## src/pkg/twm_pkg.sv

```systemverilog
package twm_pkg;

    // Bus geometry
    localparam int WB_AW = 12;
    localparam int WB_DW = 32;

    // Register byte offsets
    localparam logic [11:0] OFF_STARTRX  = 12'h000;
    localparam logic [11:0] OFF_STARTTX  = 12'h008;
    localparam logic [11:0] OFF_STOP     = 12'h014;
    localparam logic [11:0] OFF_SUSPEND  = 12'h01c;
    localparam logic [11:0] OFF_RESUME   = 12'h020;
    localparam logic [11:0] OFF_EVENT_TASK_LINKS   = 12'h200;
    localparam logic [11:0] OFF_IRQ_ENABLE_SET = 12'h304;
    localparam logic [11:0] OFF_IRQ_ENABLE_CLEAR = 12'h308;
    localparam logic [11:0] OFF_FAULT    = 12'h4c4;
    localparam logic [11:0] OFF_ENABLE   = 12'h500;
    localparam logic [11:0] OFF_PSELSCL  = 12'h508;
    localparam logic [11:0] OFF_PSELSDA  = 12'h50c;
    localparam logic [11:0] OFF_RXBYTE   = 12'h518;
    localparam logic [11:0] OFF_TXBYTE   = 12'h51c;
    localparam logic [11:0] OFF_RATE     = 12'h524;
    localparam logic [11:0] OFF_SLAVE    = 12'h588;

    // Events: index, offset and interrupt enable bit
    localparam int EV_N       = 6;
    localparam int EV_STOPPED = 0;
    localparam int EV_RXBYTE  = 1;
    localparam int EV_TXSENT  = 2;
    localparam int EV_ERROR   = 3;
    localparam int EV_BOUND   = 4;
    localparam int EV_SUSP    = 5;
    localparam logic [11:0] EVT_OFF [EV_N] = '{12'h104, 12'h108, 12'h11c,
                                              12'h124, 12'h138, 12'h148};
    localparam int INT_BIT [EV_N] = '{1, 2, 7, 9, 14, 18};

    // Field positions and values
    localparam int SH_BB_SUSPEND = 0;
    localparam int SH_BB_STOP    = 1;
    localparam int ERR_ANACK     = 1;
    localparam int ERR_DNACK     = 2;
    localparam int RATE_FAST_BIT = 0;
    localparam logic [3:0]  EN_ON      = 4'h5;
    localparam logic [3:0]  EN_RST     = 4'h0;
    localparam logic [31:0] PSEL_RST   = 32'hffff_ffff;
    localparam logic [31:0] ZERO32     = 32'h0000_0000;

    // Bus timing: one quarter of a serial bit, rounded up
    localparam int SYS_CLK_HZ  = 100_000_000;
    localparam int RATE_SLOW_HZ = 100_000;
    localparam int RATE_FAST_HZ = 400_000;
    localparam logic [7:0] QTR_SLOW_CYC =
        8'((SYS_CLK_HZ + 4 * RATE_SLOW_HZ - 1) / (4 * RATE_SLOW_HZ));
    localparam logic [7:0] QTR_FAST_CYC =
        8'((SYS_CLK_HZ + 4 * RATE_FAST_HZ - 1) / (4 * RATE_FAST_HZ));

    // Engine states
    typedef enum logic [6:0] {
        ST_IDLE   = 7'b000_0001,
        ST_START  = 7'b000_0010,
        ST_BYTE   = 7'b000_0100,
        ST_WAITRX = 7'b000_1000,
        ST_DECIDE = 7'b001_0000,
        ST_SUSP   = 7'b010_0000,
        ST_STOP   = 7'b100_0000
    } twm_state_e;

    // Pin pair carrier
    typedef struct packed {
        logic scl;
        logic sda;
    } twm_pins_s;

endpackage

```

## src/hdl/twm_master.sv

```systemverilog
`timescale 1ns/10ps
`default_nettype none

// Operation
// - A write of 1 to the receive-start task starts a read sequence on the bus.
// - A write of 1 to the transmit-start task starts a write sequence on the bus.
// - A write of 1 to the stop task ends the transaction and then sets the stopped event.
// - The suspend task pauses at the next byte boundary with the suspended event; resume continues.
// - A byte-boundary event is raised before every byte sent or received.
// - The shortcut register links the byte-boundary event to the suspend and stop tasks.
// - The slave address of each transfer comes from the slave address register.
// - The rate register selects the serial clock rate derived from the system clock.
// - A not-acknowledge from the slave raises the error event.
// - A start condition is followed by the address and a direction bit, 0 write and 1 read.
// - With no fresh transmit byte the serial clock is held low until one is written.
// - After each received byte the clock is held and the acknowledge waits for a data read.
module twm_master (
    input  wire logic                     clk_i,
    input  wire logic                     rst_i,
    input  wire logic                     wb_cyc_i,
    input  wire logic                     wb_stb_i,
    input  wire logic                     wb_we_i,
    input  wire logic [twm_pkg::WB_AW-1:0] wb_adr_i,
    input  wire logic [3:0]               wb_sel_i,
    input  wire logic [twm_pkg::WB_DW-1:0] wb_dat_i,
    output logic      [twm_pkg::WB_DW-1:0] wb_dat_o,
    output logic                          wb_ack_o,
    output logic                          irq_o,
    input  wire logic                     scl_i,
    input  wire logic                     sda_i,
    output logic                          scl_o,
    output logic                          scl_oe_o,
    output logic                          sda_o,
    output logic                          sda_oe_o
);
    import twm_pkg::*;

    // Word address match
    function automatic logic hit(input logic [11:0] adr, input logic [11:0] off);
        hit = (adr[11:2] == off[11:2]);
    endfunction

    twm_state_e     st_r, st_nxt;
    twm_pins_s      s1_r, s2_r, oe_r, oe_nxt;
    logic [1:0]     ph_r, ph_nxt;
    logic [3:0]     bit_r, bit_nxt;
    logic [7:0]     sh_r, sh_nxt, rxd_r, rxd_nxt, txd_r, cnt_r;
    logic           dir_r, dir_nxt, drive_r, drive_nxt, first_r, first_nxt;
    logic           nack_r, nack_nxt, ackin_r, ackin_nxt;
    logic           p_stop_r, p_stop_nxt, p_start_r, p_start_nxt;
    logic           p_dir_r, p_dir_nxt, p_susp_r, p_susp_nxt;
    logic           tx_full_r, tx_take;
    logic [EV_N-1:0] evp_r, evp_nxt, evt_r, inten_r, ev_clr;
    logic [2:1]     err_r, err_set;
    logic [1:0]     event_task_links_r;
    logic [3:0]     enable_r;
    logic [31:0]    psel_scl_r, psel_sda_r, rate_r, rdata, inten_rd;
    logic [6:0]     slave_r;

    // Bus access decode
    wire        acc      = wb_cyc_i & wb_stb_i & ~wb_ack_o;
    wire        wr       = acc & wb_we_i;
    wire        rd_rx    = acc & ~wb_we_i & hit(wb_adr_i, OFF_RXBYTE);
    wire [31:0] wmask    = {{8{wb_sel_i[3]}}, {8{wb_sel_i[2]}},
                            {8{wb_sel_i[1]}}, {8{wb_sel_i[0]}}};
    wire [31:0] wval     = wb_dat_i & wmask;
    wire        wr_tx    = wr & hit(wb_adr_i, OFF_TXBYTE) & wb_sel_i[0];
    wire        enabled  = (enable_r == EN_ON);

    // Task strobes, one cycle, only for a written 1
    wire t_rx   = wr & hit(wb_adr_i, OFF_STARTRX) & wval[0];
    wire t_tx   = wr & hit(wb_adr_i, OFF_STARTTX) & wval[0];
    wire t_stop = wr & hit(wb_adr_i, OFF_STOP) & wval[0];
    wire t_susp = wr & hit(wb_adr_i, OFF_SUSPEND) & wval[0];
    wire t_res  = wr & hit(wb_adr_i, OFF_RESUME) & wval[0];

    // Shortcuts from the byte boundary event
    wire sh_susp = evp_r[EV_BOUND] & event_task_links_r[SH_BB_SUSPEND];
    wire sh_stop = evp_r[EV_BOUND] & event_task_links_r[SH_BB_STOP];

    // Quarter-bit tick at the selected rate
    wire [7:0] qtr  = rate_r[RATE_FAST_BIT] ? QTR_FAST_CYC : QTR_SLOW_CYC;
    wire       tick = (cnt_r == qtr - 8'd1);

    // Event clear decode and interrupt enable readback
    genvar g;
    generate
        for (g = 0; g < EV_N; g++) begin : g_ev
            assign ev_clr[g] = wr & hit(wb_adr_i, EVT_OFF[g]) & wval[0];
        end
    endgenerate
    always_comb begin
        inten_rd = ZERO32;
        for (int i = 0; i < EV_N; i++) begin
            inten_rd[INT_BIT[i]] = inten_r[i];
        end
    end

    // Read data selection
    always_comb begin
        rdata = ZERO32;
        for (int i = 0; i < EV_N; i++) begin
            if (hit(wb_adr_i, EVT_OFF[i])) begin
                rdata = {31'h0000_0000, evt_r[i]};
            end
        end
        if (hit(wb_adr_i, OFF_EVENT_TASK_LINKS))   rdata = {30'h0000_0000, event_task_links_r};
        if (hit(wb_adr_i, OFF_IRQ_ENABLE_SET) || hit(wb_adr_i, OFF_IRQ_ENABLE_CLEAR)) rdata = inten_rd;
        if (hit(wb_adr_i, OFF_FAULT))    rdata = {29'h0000_0000, err_r, 1'b0};
        if (hit(wb_adr_i, OFF_ENABLE))   rdata = {28'h000_0000, enable_r};
        if (hit(wb_adr_i, OFF_PSELSCL))  rdata = psel_scl_r;
        if (hit(wb_adr_i, OFF_PSELSDA))  rdata = psel_sda_r;
        if (hit(wb_adr_i, OFF_RXBYTE))   rdata = {24'h00_0000, rxd_r};
        if (hit(wb_adr_i, OFF_TXBYTE))   rdata = {24'h00_0000, txd_r};
        if (hit(wb_adr_i, OFF_RATE))     rdata = rate_r;
        if (hit(wb_adr_i, OFF_SLAVE))    rdata = {25'h000_0000, slave_r};
    end

    // Serial engine next state
    always_comb begin
        st_nxt = st_r;
        oe_nxt = oe_r;
        ph_nxt = ph_r;
        bit_nxt = bit_r;
        sh_nxt = sh_r;
        rxd_nxt = rxd_r;
        dir_nxt = dir_r;
        drive_nxt = drive_r;
        first_nxt = first_r;
        nack_nxt = nack_r;
        ackin_nxt = ackin_r;
        evp_nxt = '0;
        err_set = '0;
        tx_take = 1'b0;
        p_stop_nxt = p_stop_r | t_stop | sh_stop;
        p_start_nxt = p_start_r | t_rx | t_tx;
        p_dir_nxt = t_rx ? 1'b1 : (t_tx ? 1'b0 : p_dir_r);
        p_susp_nxt = (p_susp_r | t_susp | sh_susp) & ~t_res;
        case (st_r)
            ST_IDLE: begin
                oe_nxt = '0;
                if (p_stop_r) begin
                    p_stop_nxt = 1'b0;
                    evp_nxt[EV_STOPPED] = 1'b1;
                end else if (p_start_r) begin
                    p_start_nxt = 1'b0;
                    if (enabled) begin
                        st_nxt = ST_START;
                        ph_nxt = 2'd0;
                        dir_nxt = p_dir_r;
                        sh_nxt = {slave_r, p_dir_r};
                        first_nxt = 1'b1;
                        drive_nxt = 1'b1;
                    end
                end
            end
            ST_START: begin
                if (tick) begin
                    case (ph_r)
                        2'd0: begin
                            oe_nxt.sda = 1'b0;
                            ph_nxt = 2'd1;
                        end
                        2'd1: begin
                            oe_nxt.scl = 1'b0;
                            if (s2_r.scl) ph_nxt = 2'd2;
                        end
                        2'd2: begin
                            oe_nxt.sda = 1'b1;
                            ph_nxt = 2'd3;
                        end
                        default: begin
                            oe_nxt.scl = 1'b1;
                            st_nxt = ST_BYTE;
                            ph_nxt = 2'd0;
                            bit_nxt = 4'd0;
                            evp_nxt[EV_BOUND] = 1'b1;
                        end
                    endcase
                end
            end
            ST_BYTE: begin
                if (tick) begin
                    case (ph_r)
                        2'd0: begin
                            if (bit_r < 4'd8) oe_nxt.sda = drive_r & ~sh_r[7];
                            else oe_nxt.sda = ~drive_r & ~nack_r;
                            ph_nxt = 2'd1;
                        end
                        2'd1: begin
                            oe_nxt.scl = 1'b0;
                            if (s2_r.scl) ph_nxt = 2'd2;
                        end
                        2'd2: begin
                            if (bit_r < 4'd8) sh_nxt = {sh_r[6:0], s2_r.sda};
                            else ackin_nxt = s2_r.sda;
                            ph_nxt = 2'd3;
                        end
                        default: begin
                            oe_nxt.scl = 1'b1;
                            ph_nxt = 2'd0;
                            if (bit_r == 4'd7 && !drive_r) begin
                                st_nxt = ST_WAITRX;
                                rxd_nxt = sh_r;
                                bit_nxt = 4'd8;
                                evp_nxt[EV_RXBYTE] = 1'b1;
                            end else if (bit_r == 4'd8) begin
                                st_nxt = ST_DECIDE;
                                first_nxt = 1'b0;
                                if (drive_r && ackin_r) begin
                                    evp_nxt[EV_ERROR] = 1'b1;
                                    err_set[first_r ? ERR_ANACK : ERR_DNACK] = 1'b1;
                                end
                                if (drive_r && !first_r) evp_nxt[EV_TXSENT] = 1'b1;
                            end else begin
                                bit_nxt = bit_r + 4'd1;
                            end
                        end
                    endcase
                end
            end
            ST_WAITRX: begin
                if (rd_rx) begin
                    st_nxt = ST_BYTE;
                    ph_nxt = 2'd0;
                    nack_nxt = p_stop_nxt | p_start_nxt;
                end
            end
            ST_DECIDE: begin
                if (p_stop_r) begin
                    p_stop_nxt = 1'b0;
                    st_nxt = ST_STOP;
                    ph_nxt = 2'd0;
                end else if (p_start_r) begin
                    p_start_nxt = 1'b0;
                    st_nxt = ST_START;
                    ph_nxt = 2'd0;
                    dir_nxt = p_dir_r;
                    sh_nxt = {slave_r, p_dir_r};
                    first_nxt = 1'b1;
                    drive_nxt = 1'b1;
                end else if (p_susp_r) begin
                    p_susp_nxt = 1'b0;
                    st_nxt = ST_SUSP;
                    evp_nxt[EV_SUSP] = 1'b1;
                end else if (dir_r) begin
                    st_nxt = ST_BYTE;
                    drive_nxt = 1'b0;
                    nack_nxt = 1'b0;
                    bit_nxt = 4'd0;
                    ph_nxt = 2'd0;
                    evp_nxt[EV_BOUND] = 1'b1;
                end else if (tx_full_r) begin
                    tx_take = 1'b1;
                    sh_nxt = txd_r;
                    st_nxt = ST_BYTE;
                    drive_nxt = 1'b1;
                    bit_nxt = 4'd0;
                    ph_nxt = 2'd0;
                    evp_nxt[EV_BOUND] = 1'b1;
                end
            end
            ST_SUSP: begin
                if (t_res || p_stop_r) st_nxt = ST_DECIDE;
            end
            ST_STOP: begin
                if (tick) begin
                    case (ph_r)
                        2'd0: begin
                            oe_nxt.sda = 1'b1;
                            ph_nxt = 2'd1;
                        end
                        2'd1: begin
                            oe_nxt.scl = 1'b0;
                            if (s2_r.scl) ph_nxt = 2'd2;
                        end
                        2'd2: begin
                            oe_nxt.sda = 1'b0;
                            ph_nxt = 2'd3;
                        end
                        default: begin
                            st_nxt = ST_IDLE;
                            evp_nxt[EV_STOPPED] = 1'b1;
                        end
                    endcase
                end
            end
            default: st_nxt = ST_IDLE;
        endcase
    end

    // Pin synchronisers and quarter-bit counter
    always_ff @(posedge clk_i) begin
        s1_r <= '{scl: scl_i, sda: sda_i};
        s2_r <= s1_r;
        cnt_r <= (rst_i || tick) ? 8'h00 : cnt_r + 8'h01;
    end

    // Serial engine registers
    always_ff @(posedge clk_i) begin
        if (rst_i) begin
            st_r <= ST_IDLE;
            oe_r <= '0;
            {ph_r, bit_r, sh_r, rxd_r} <= '0;
            {dir_r, drive_r, first_r, nack_r, ackin_r} <= '0;
            {p_stop_r, p_start_r, p_dir_r, p_susp_r} <= '0;
            evp_r <= '0;
        end else begin
            st_r <= st_nxt;
            oe_r <= oe_nxt;
            {ph_r, bit_r, sh_r, rxd_r} <= {ph_nxt, bit_nxt, sh_nxt, rxd_nxt};
            {dir_r, drive_r, first_r} <= {dir_nxt, drive_nxt, first_nxt};
            {nack_r, ackin_r} <= {nack_nxt, ackin_nxt};
            {p_stop_r, p_start_r} <= {p_stop_nxt, p_start_nxt};
            {p_dir_r, p_susp_r} <= {p_dir_nxt, p_susp_nxt};
            evp_r <= evp_nxt;
        end
    end

    // Events, fault cause and transmit holding; a set wins over a clear
    always_ff @(posedge clk_i) begin
        if (rst_i) begin
            evt_r <= '0;
            err_r <= '0;
            tx_full_r <= 1'b0;
        end else begin
            evt_r <= (evt_r & ~ev_clr) | evp_r;
            err_r <= (err_r & ~(wr & hit(wb_adr_i, OFF_FAULT) ? wval[2:1] : 2'b00)) | err_set;
            tx_full_r <= wr_tx | (tx_full_r & ~tx_take);
        end
    end

    // Software configuration registers
    always_ff @(posedge clk_i) begin
        if (rst_i) begin
            inten_r <= '0;
            event_task_links_r <= '0;
            enable_r <= EN_RST;
            psel_scl_r <= PSEL_RST;
            psel_sda_r <= PSEL_RST;
            rate_r <= ZERO32;
            slave_r <= '0;
            txd_r <= '0;
        end else if (wr) begin
            for (int i = 0; i < EV_N; i++) begin
                if (hit(wb_adr_i, OFF_IRQ_ENABLE_SET) && wval[INT_BIT[i]]) inten_r[i] <= 1'b1;
                if (hit(wb_adr_i, OFF_IRQ_ENABLE_CLEAR) && wval[INT_BIT[i]]) inten_r[i] <= 1'b0;
            end
            if (hit(wb_adr_i, OFF_EVENT_TASK_LINKS))  event_task_links_r <= (event_task_links_r & ~wmask[1:0]) | wval[1:0];
            if (hit(wb_adr_i, OFF_ENABLE) && wb_sel_i[0]) enable_r <= wb_dat_i[3:0];
            if (hit(wb_adr_i, OFF_PSELSCL)) psel_scl_r <= (psel_scl_r & ~wmask) | wval;
            if (hit(wb_adr_i, OFF_PSELSDA)) psel_sda_r <= (psel_sda_r & ~wmask) | wval;
            if (hit(wb_adr_i, OFF_RATE))    rate_r <= (rate_r & ~wmask) | wval;
            if (hit(wb_adr_i, OFF_SLAVE) && wb_sel_i[0]) slave_r <= wb_dat_i[6:0];
            if (wr_tx) txd_r <= wb_dat_i[7:0];
        end
    end

    // Bus answer, interrupt and pin outputs
    always_ff @(posedge clk_i) begin
        if (rst_i) begin
            wb_ack_o <= 1'b0;
            wb_dat_o <= ZERO32;
            irq_o <= 1'b0;
            scl_o <= 1'b0;
            sda_o <= 1'b0;
            scl_oe_o <= 1'b0;
            sda_oe_o <= 1'b0;
        end else begin
            wb_ack_o <= acc;
            wb_dat_o <= rdata;
            irq_o <= |(evt_r & inten_r);
            scl_o <= 1'b0;
            sda_o <= 1'b0;
            scl_oe_o <= oe_nxt.scl;
            sda_oe_o <= oe_nxt.sda;
        end
    end

endmodule

`default_nettype wire

```

## config.mk

```make
export PLATFORM = sky130hd
export DESIGN_NAME = twm_master
export DESIGN_NICKNAME = d
export VERILOG_FILES = /design/src/pkg/twm_pkg.sv /design/src/hdl/twm_master.sv
export SDC_FILE = /design/constraint.sdc
export NUM_CORES = 1
export LEC_CHECK = 0
export ABC_AREA = 1
export BUFFER_PORTS_ARGS = -buffer_cell sky130_fd_sc_hd__buf_4
export CORE_MARGIN = 8
export CORE_UTILIZATION = 55
export DETAILED_ROUTE_END_ITERATION = 8
export PLACE_DENSITY = 0.81
export SLEW_MARGIN = 20
export SYNTH_ARGS = -nofsm -noshare
export SYNTH_HDL_FRONTEND = slang
export SYNTH_SLANG_ARGS = --single-unit
```

## constraint.sdc

```tcl
create_clock -name clk_i -period 3.2 [get_ports clk_i]
set_input_delay 0.32 -clock clk_i [delete_from_list [all_inputs] [get_ports clk_i]]
set_output_delay 0.32 -clock clk_i [all_outputs]
set_load 0.005 [all_outputs]
```

==> results.sh <==
export IMPL_layoutNonFillerInstCount=1650
export IMPL_grt_overflow_total=0
export IMPL_clkTransAtPathRegs_ps=60
export IMPL_io_pins=93
export IMPL_drc_errors=0
export IMPL_die_y_um=150
export IMPL_insertion_delay_ps=510
export IMPL_syn2layout_area_growth_pct=16.6
export IMPL_tightest_slew_ps=629
export IMPL_async_flop_share=0
export IMPL_diodes=0
export IMPL_dp_hpwl_mm=18.2
export IMPL_maxSlewViolCount=0
export IMPL_arrival_ps=2830
export IMPL_status="complete, no violations"
export IMPL_avgSynthCellArea_sq_um=7.39
export IMPL_fp_row_count=49
export IMPL_synth_main_ff_cell="dfxtp_1"
export IMPL_worstPathRequired_ps=3560
export IMPL_die_area_sq_um=22400
export IMPL_max_cap_violations=0
export IMPL_placed_area_sq_um=10700
export IMPL_hold_path_class="input pin to flop"
export IMPL_fillers=1556
export IMPL_gp_congestion=0.968
export IMPL_place_port_buffers=88
export IMPL_finClkSkew_ps=10.3
export IMPL_avgRoutedWirePerCell_um=15.6
export IMPL_cts_setup_buffers=0
export IMPL_ir_drop_mv=0.521
export IMPL_syn_area_sq_um=9800
export IMPL_end_kind="flop"
export IMPL_relSlewSlack=0.578
export IMPL_rsz0062_at_grt="no"
export IMPL_antenna_found_initial=0
export IMPL_die_x_um=150
export IMPL_fin_crit_sh=0.771
export IMPL_synth_ff_latch_count=224
export IMPL_core_area_sq_um=17700
export IMPL_path_class="flop to flop"
export IMPL_cts_tree="built"
export IMPL_hold_viol_final=0
export IMPL_grt_max_degree=56
export IMPL_initial_utilization=0.553
export IMPL_grt_pass1_vias=8638
export IMPL_ctsHtreeMaxLevel=1
export IMPL_yosys_warnings=0
export IMPL_stdcell_area_sq_um=11400
export IMPL_clock_sinks=224
export IMPL_min_period_ps=2470
export IMPL_dpl_cell_count=1607
export IMPL_first_pass_iters=5
export IMPL_ant_nets=0
export IMPL_cts_root_buf="clkbuf_16"
export IMPL_cp_start_kind="flop"
export IMPL_cts_buffers=23
export IMPL_finalPower_mw=7.03
export IMPL_routed_wirelength_mm=25.7
export IMPL_cts_buffer_depth=3
export IMPL_setup_viol_count_final=0
export IMPL_yosys_cell_types_count=54
export IMPL_drt_iter0_drc=669
export IMPL_num_nets_final=1467
export IMPL_grt_pass1_wl_mm=41.8
export IMPL_vias=9101
export IMPL_power_density_nw_per_um2=614
export IMPL_yosysMostFrequentCell="nand2_1"
export IMPL_fin_tns_setup_ps=0
export IMPL_p_leak_nw=4.98
export IMPL_yosys_area_top_type_share=0.457
export IMPL_ys_top_cells_by_area="dfxtp_1 46%, nand2_1 10%, inv_1 7.4%"
export IMPL_drive_above_1_share=0.122
export IMPL_synth_edf_count=0
export IMPL_grt_usage=0.224
export IMPL_max_freq_mhz=406
export IMPL_synthCells=1326
export IMPL_ys_seq_area_frac=0.457
export IMPL_synth_common_cells="269 x nand2_1, 224 x dfxtp_1, 192 x inv_1"
export IMPL_yosys_area_top_type="dfxtp_1"
export IMPL_cp_max_fo=10
export IMPL_via_per_inst=5.52
==> metal layers <==
layer  up-vias  wire length (um)  global-route usage
met5         -                 0                   0
met4         0               777              0.0883
met3        59              2010              0.0402
met2       329             12300               0.386
met1      4166             10600               0.272
li1       4547                 -                   -
==> repair_timing <==
| item | CTS | global route |
|---|---|---|
| hold buffers | 2 | 0 |
| endpoints found under the hold margin | 2 | 0 |
| gates resized for setup | 0 | 0 |
| setup endpoints to repair | 0 | 0 |
==> cell type report <==
| type | count | area, sq um | area share |
|---|---|---|---|
| Sequential cell | 224 | 4480 | 0.392 |
| Clock buffer | 31 | 656 | 0.0573 |
| Tap cell | 229 | 287 | 0.0251 |
| Timing Repair Buffer | 104 | 798 | 0.0698 |
| Clock inverter | 10 | 108 | 0.00941 |
| Multi-Input combinational cell | 851 | 4350 | 0.380 |
| Inverter | 201 | 756 | 0.0661 |
==> metrics by stage <==
stage / setup WS (ps) / hold slack [ps] / utilization
6_report: 734 / 60.6 / 0.645
5_1_grt: 542 / 71.0 / 0.645
4_1_cts: 753 / 47.6 / 0.645
3_5_place_dp: 662 / 312 / 0.601
3_3_place_gp: 666 / 312 / 0.601
2_1_floorplan: 1340 / 310 / -
==> kinds of logic after synthesis <==
group                      count (synthesis)  share of synthesized area
AOI/OAI and AO/OA                        326                      0.208
xor gates and xnor gates                   4                    0.00357
adders and majority gates                  7                    0.00893
buffers and inverters                    252                     0.0999
DFF                                      224                      0.457
other                                      1                   0.000382
and+or+nand+nor                          512                      0.222
==> worst paths after layout <==
path               startpoint        to  slack (ps)  cells past startpoint
setup reg to reg     wb_ack_o  evt_r[1]         730                      8
hold / removal    wb_dat_i[6]      flop          60                      3
hold reg to reg       s1_r[0]   s2_r[0]         330                      0
setup / recovery     wb_ack_o  evt_r[1]         730                      8
==> cells in the final DEF (no fill, tap or decap), types with 3 or more instances in the layout <==
cell type,instances
nor3_2,3
nor3_1,22
o211ai_1,87
nand2_2,4
nor3b_1,3
nand4_1,12
inv_1,191
clkbuf_8,5
nand3_1,38
a21oi_1,101
o31ai_1,4
a221oi_1,11
clkbuf_16,23
o21ai_0,74
clkinv_2,7
ha_1,7
nor2_2,6
clkbuf_1,3
inv_2,8
nor4_1,8
nor2_4,3
a211oi_1,23
xor2_1,3
o21ai_1,4
a31oi_1,5
dfxtp_1,224
buf_4,101
nand2_1,269
nor2_1,136
==> worst max-delay path: stages (launching register included) <==
cell and delay, ps:
dfxtp_1 310, nor2_1 140, nand2_1 260, clkinv_1 300, nand2_1 360, nor2_1 480
inv_1 140, o31ai_1 220, a21oi_1 100
==> power by group <==
group / switching [mW] / internal [mW]
clock network: 1.09 / 1.60
logic: 0.861 / 0.439
registers: 0.110 / 2.93
total: 2.06 / 4.96
Note: power is estimated with default switching activity, not from simulation.
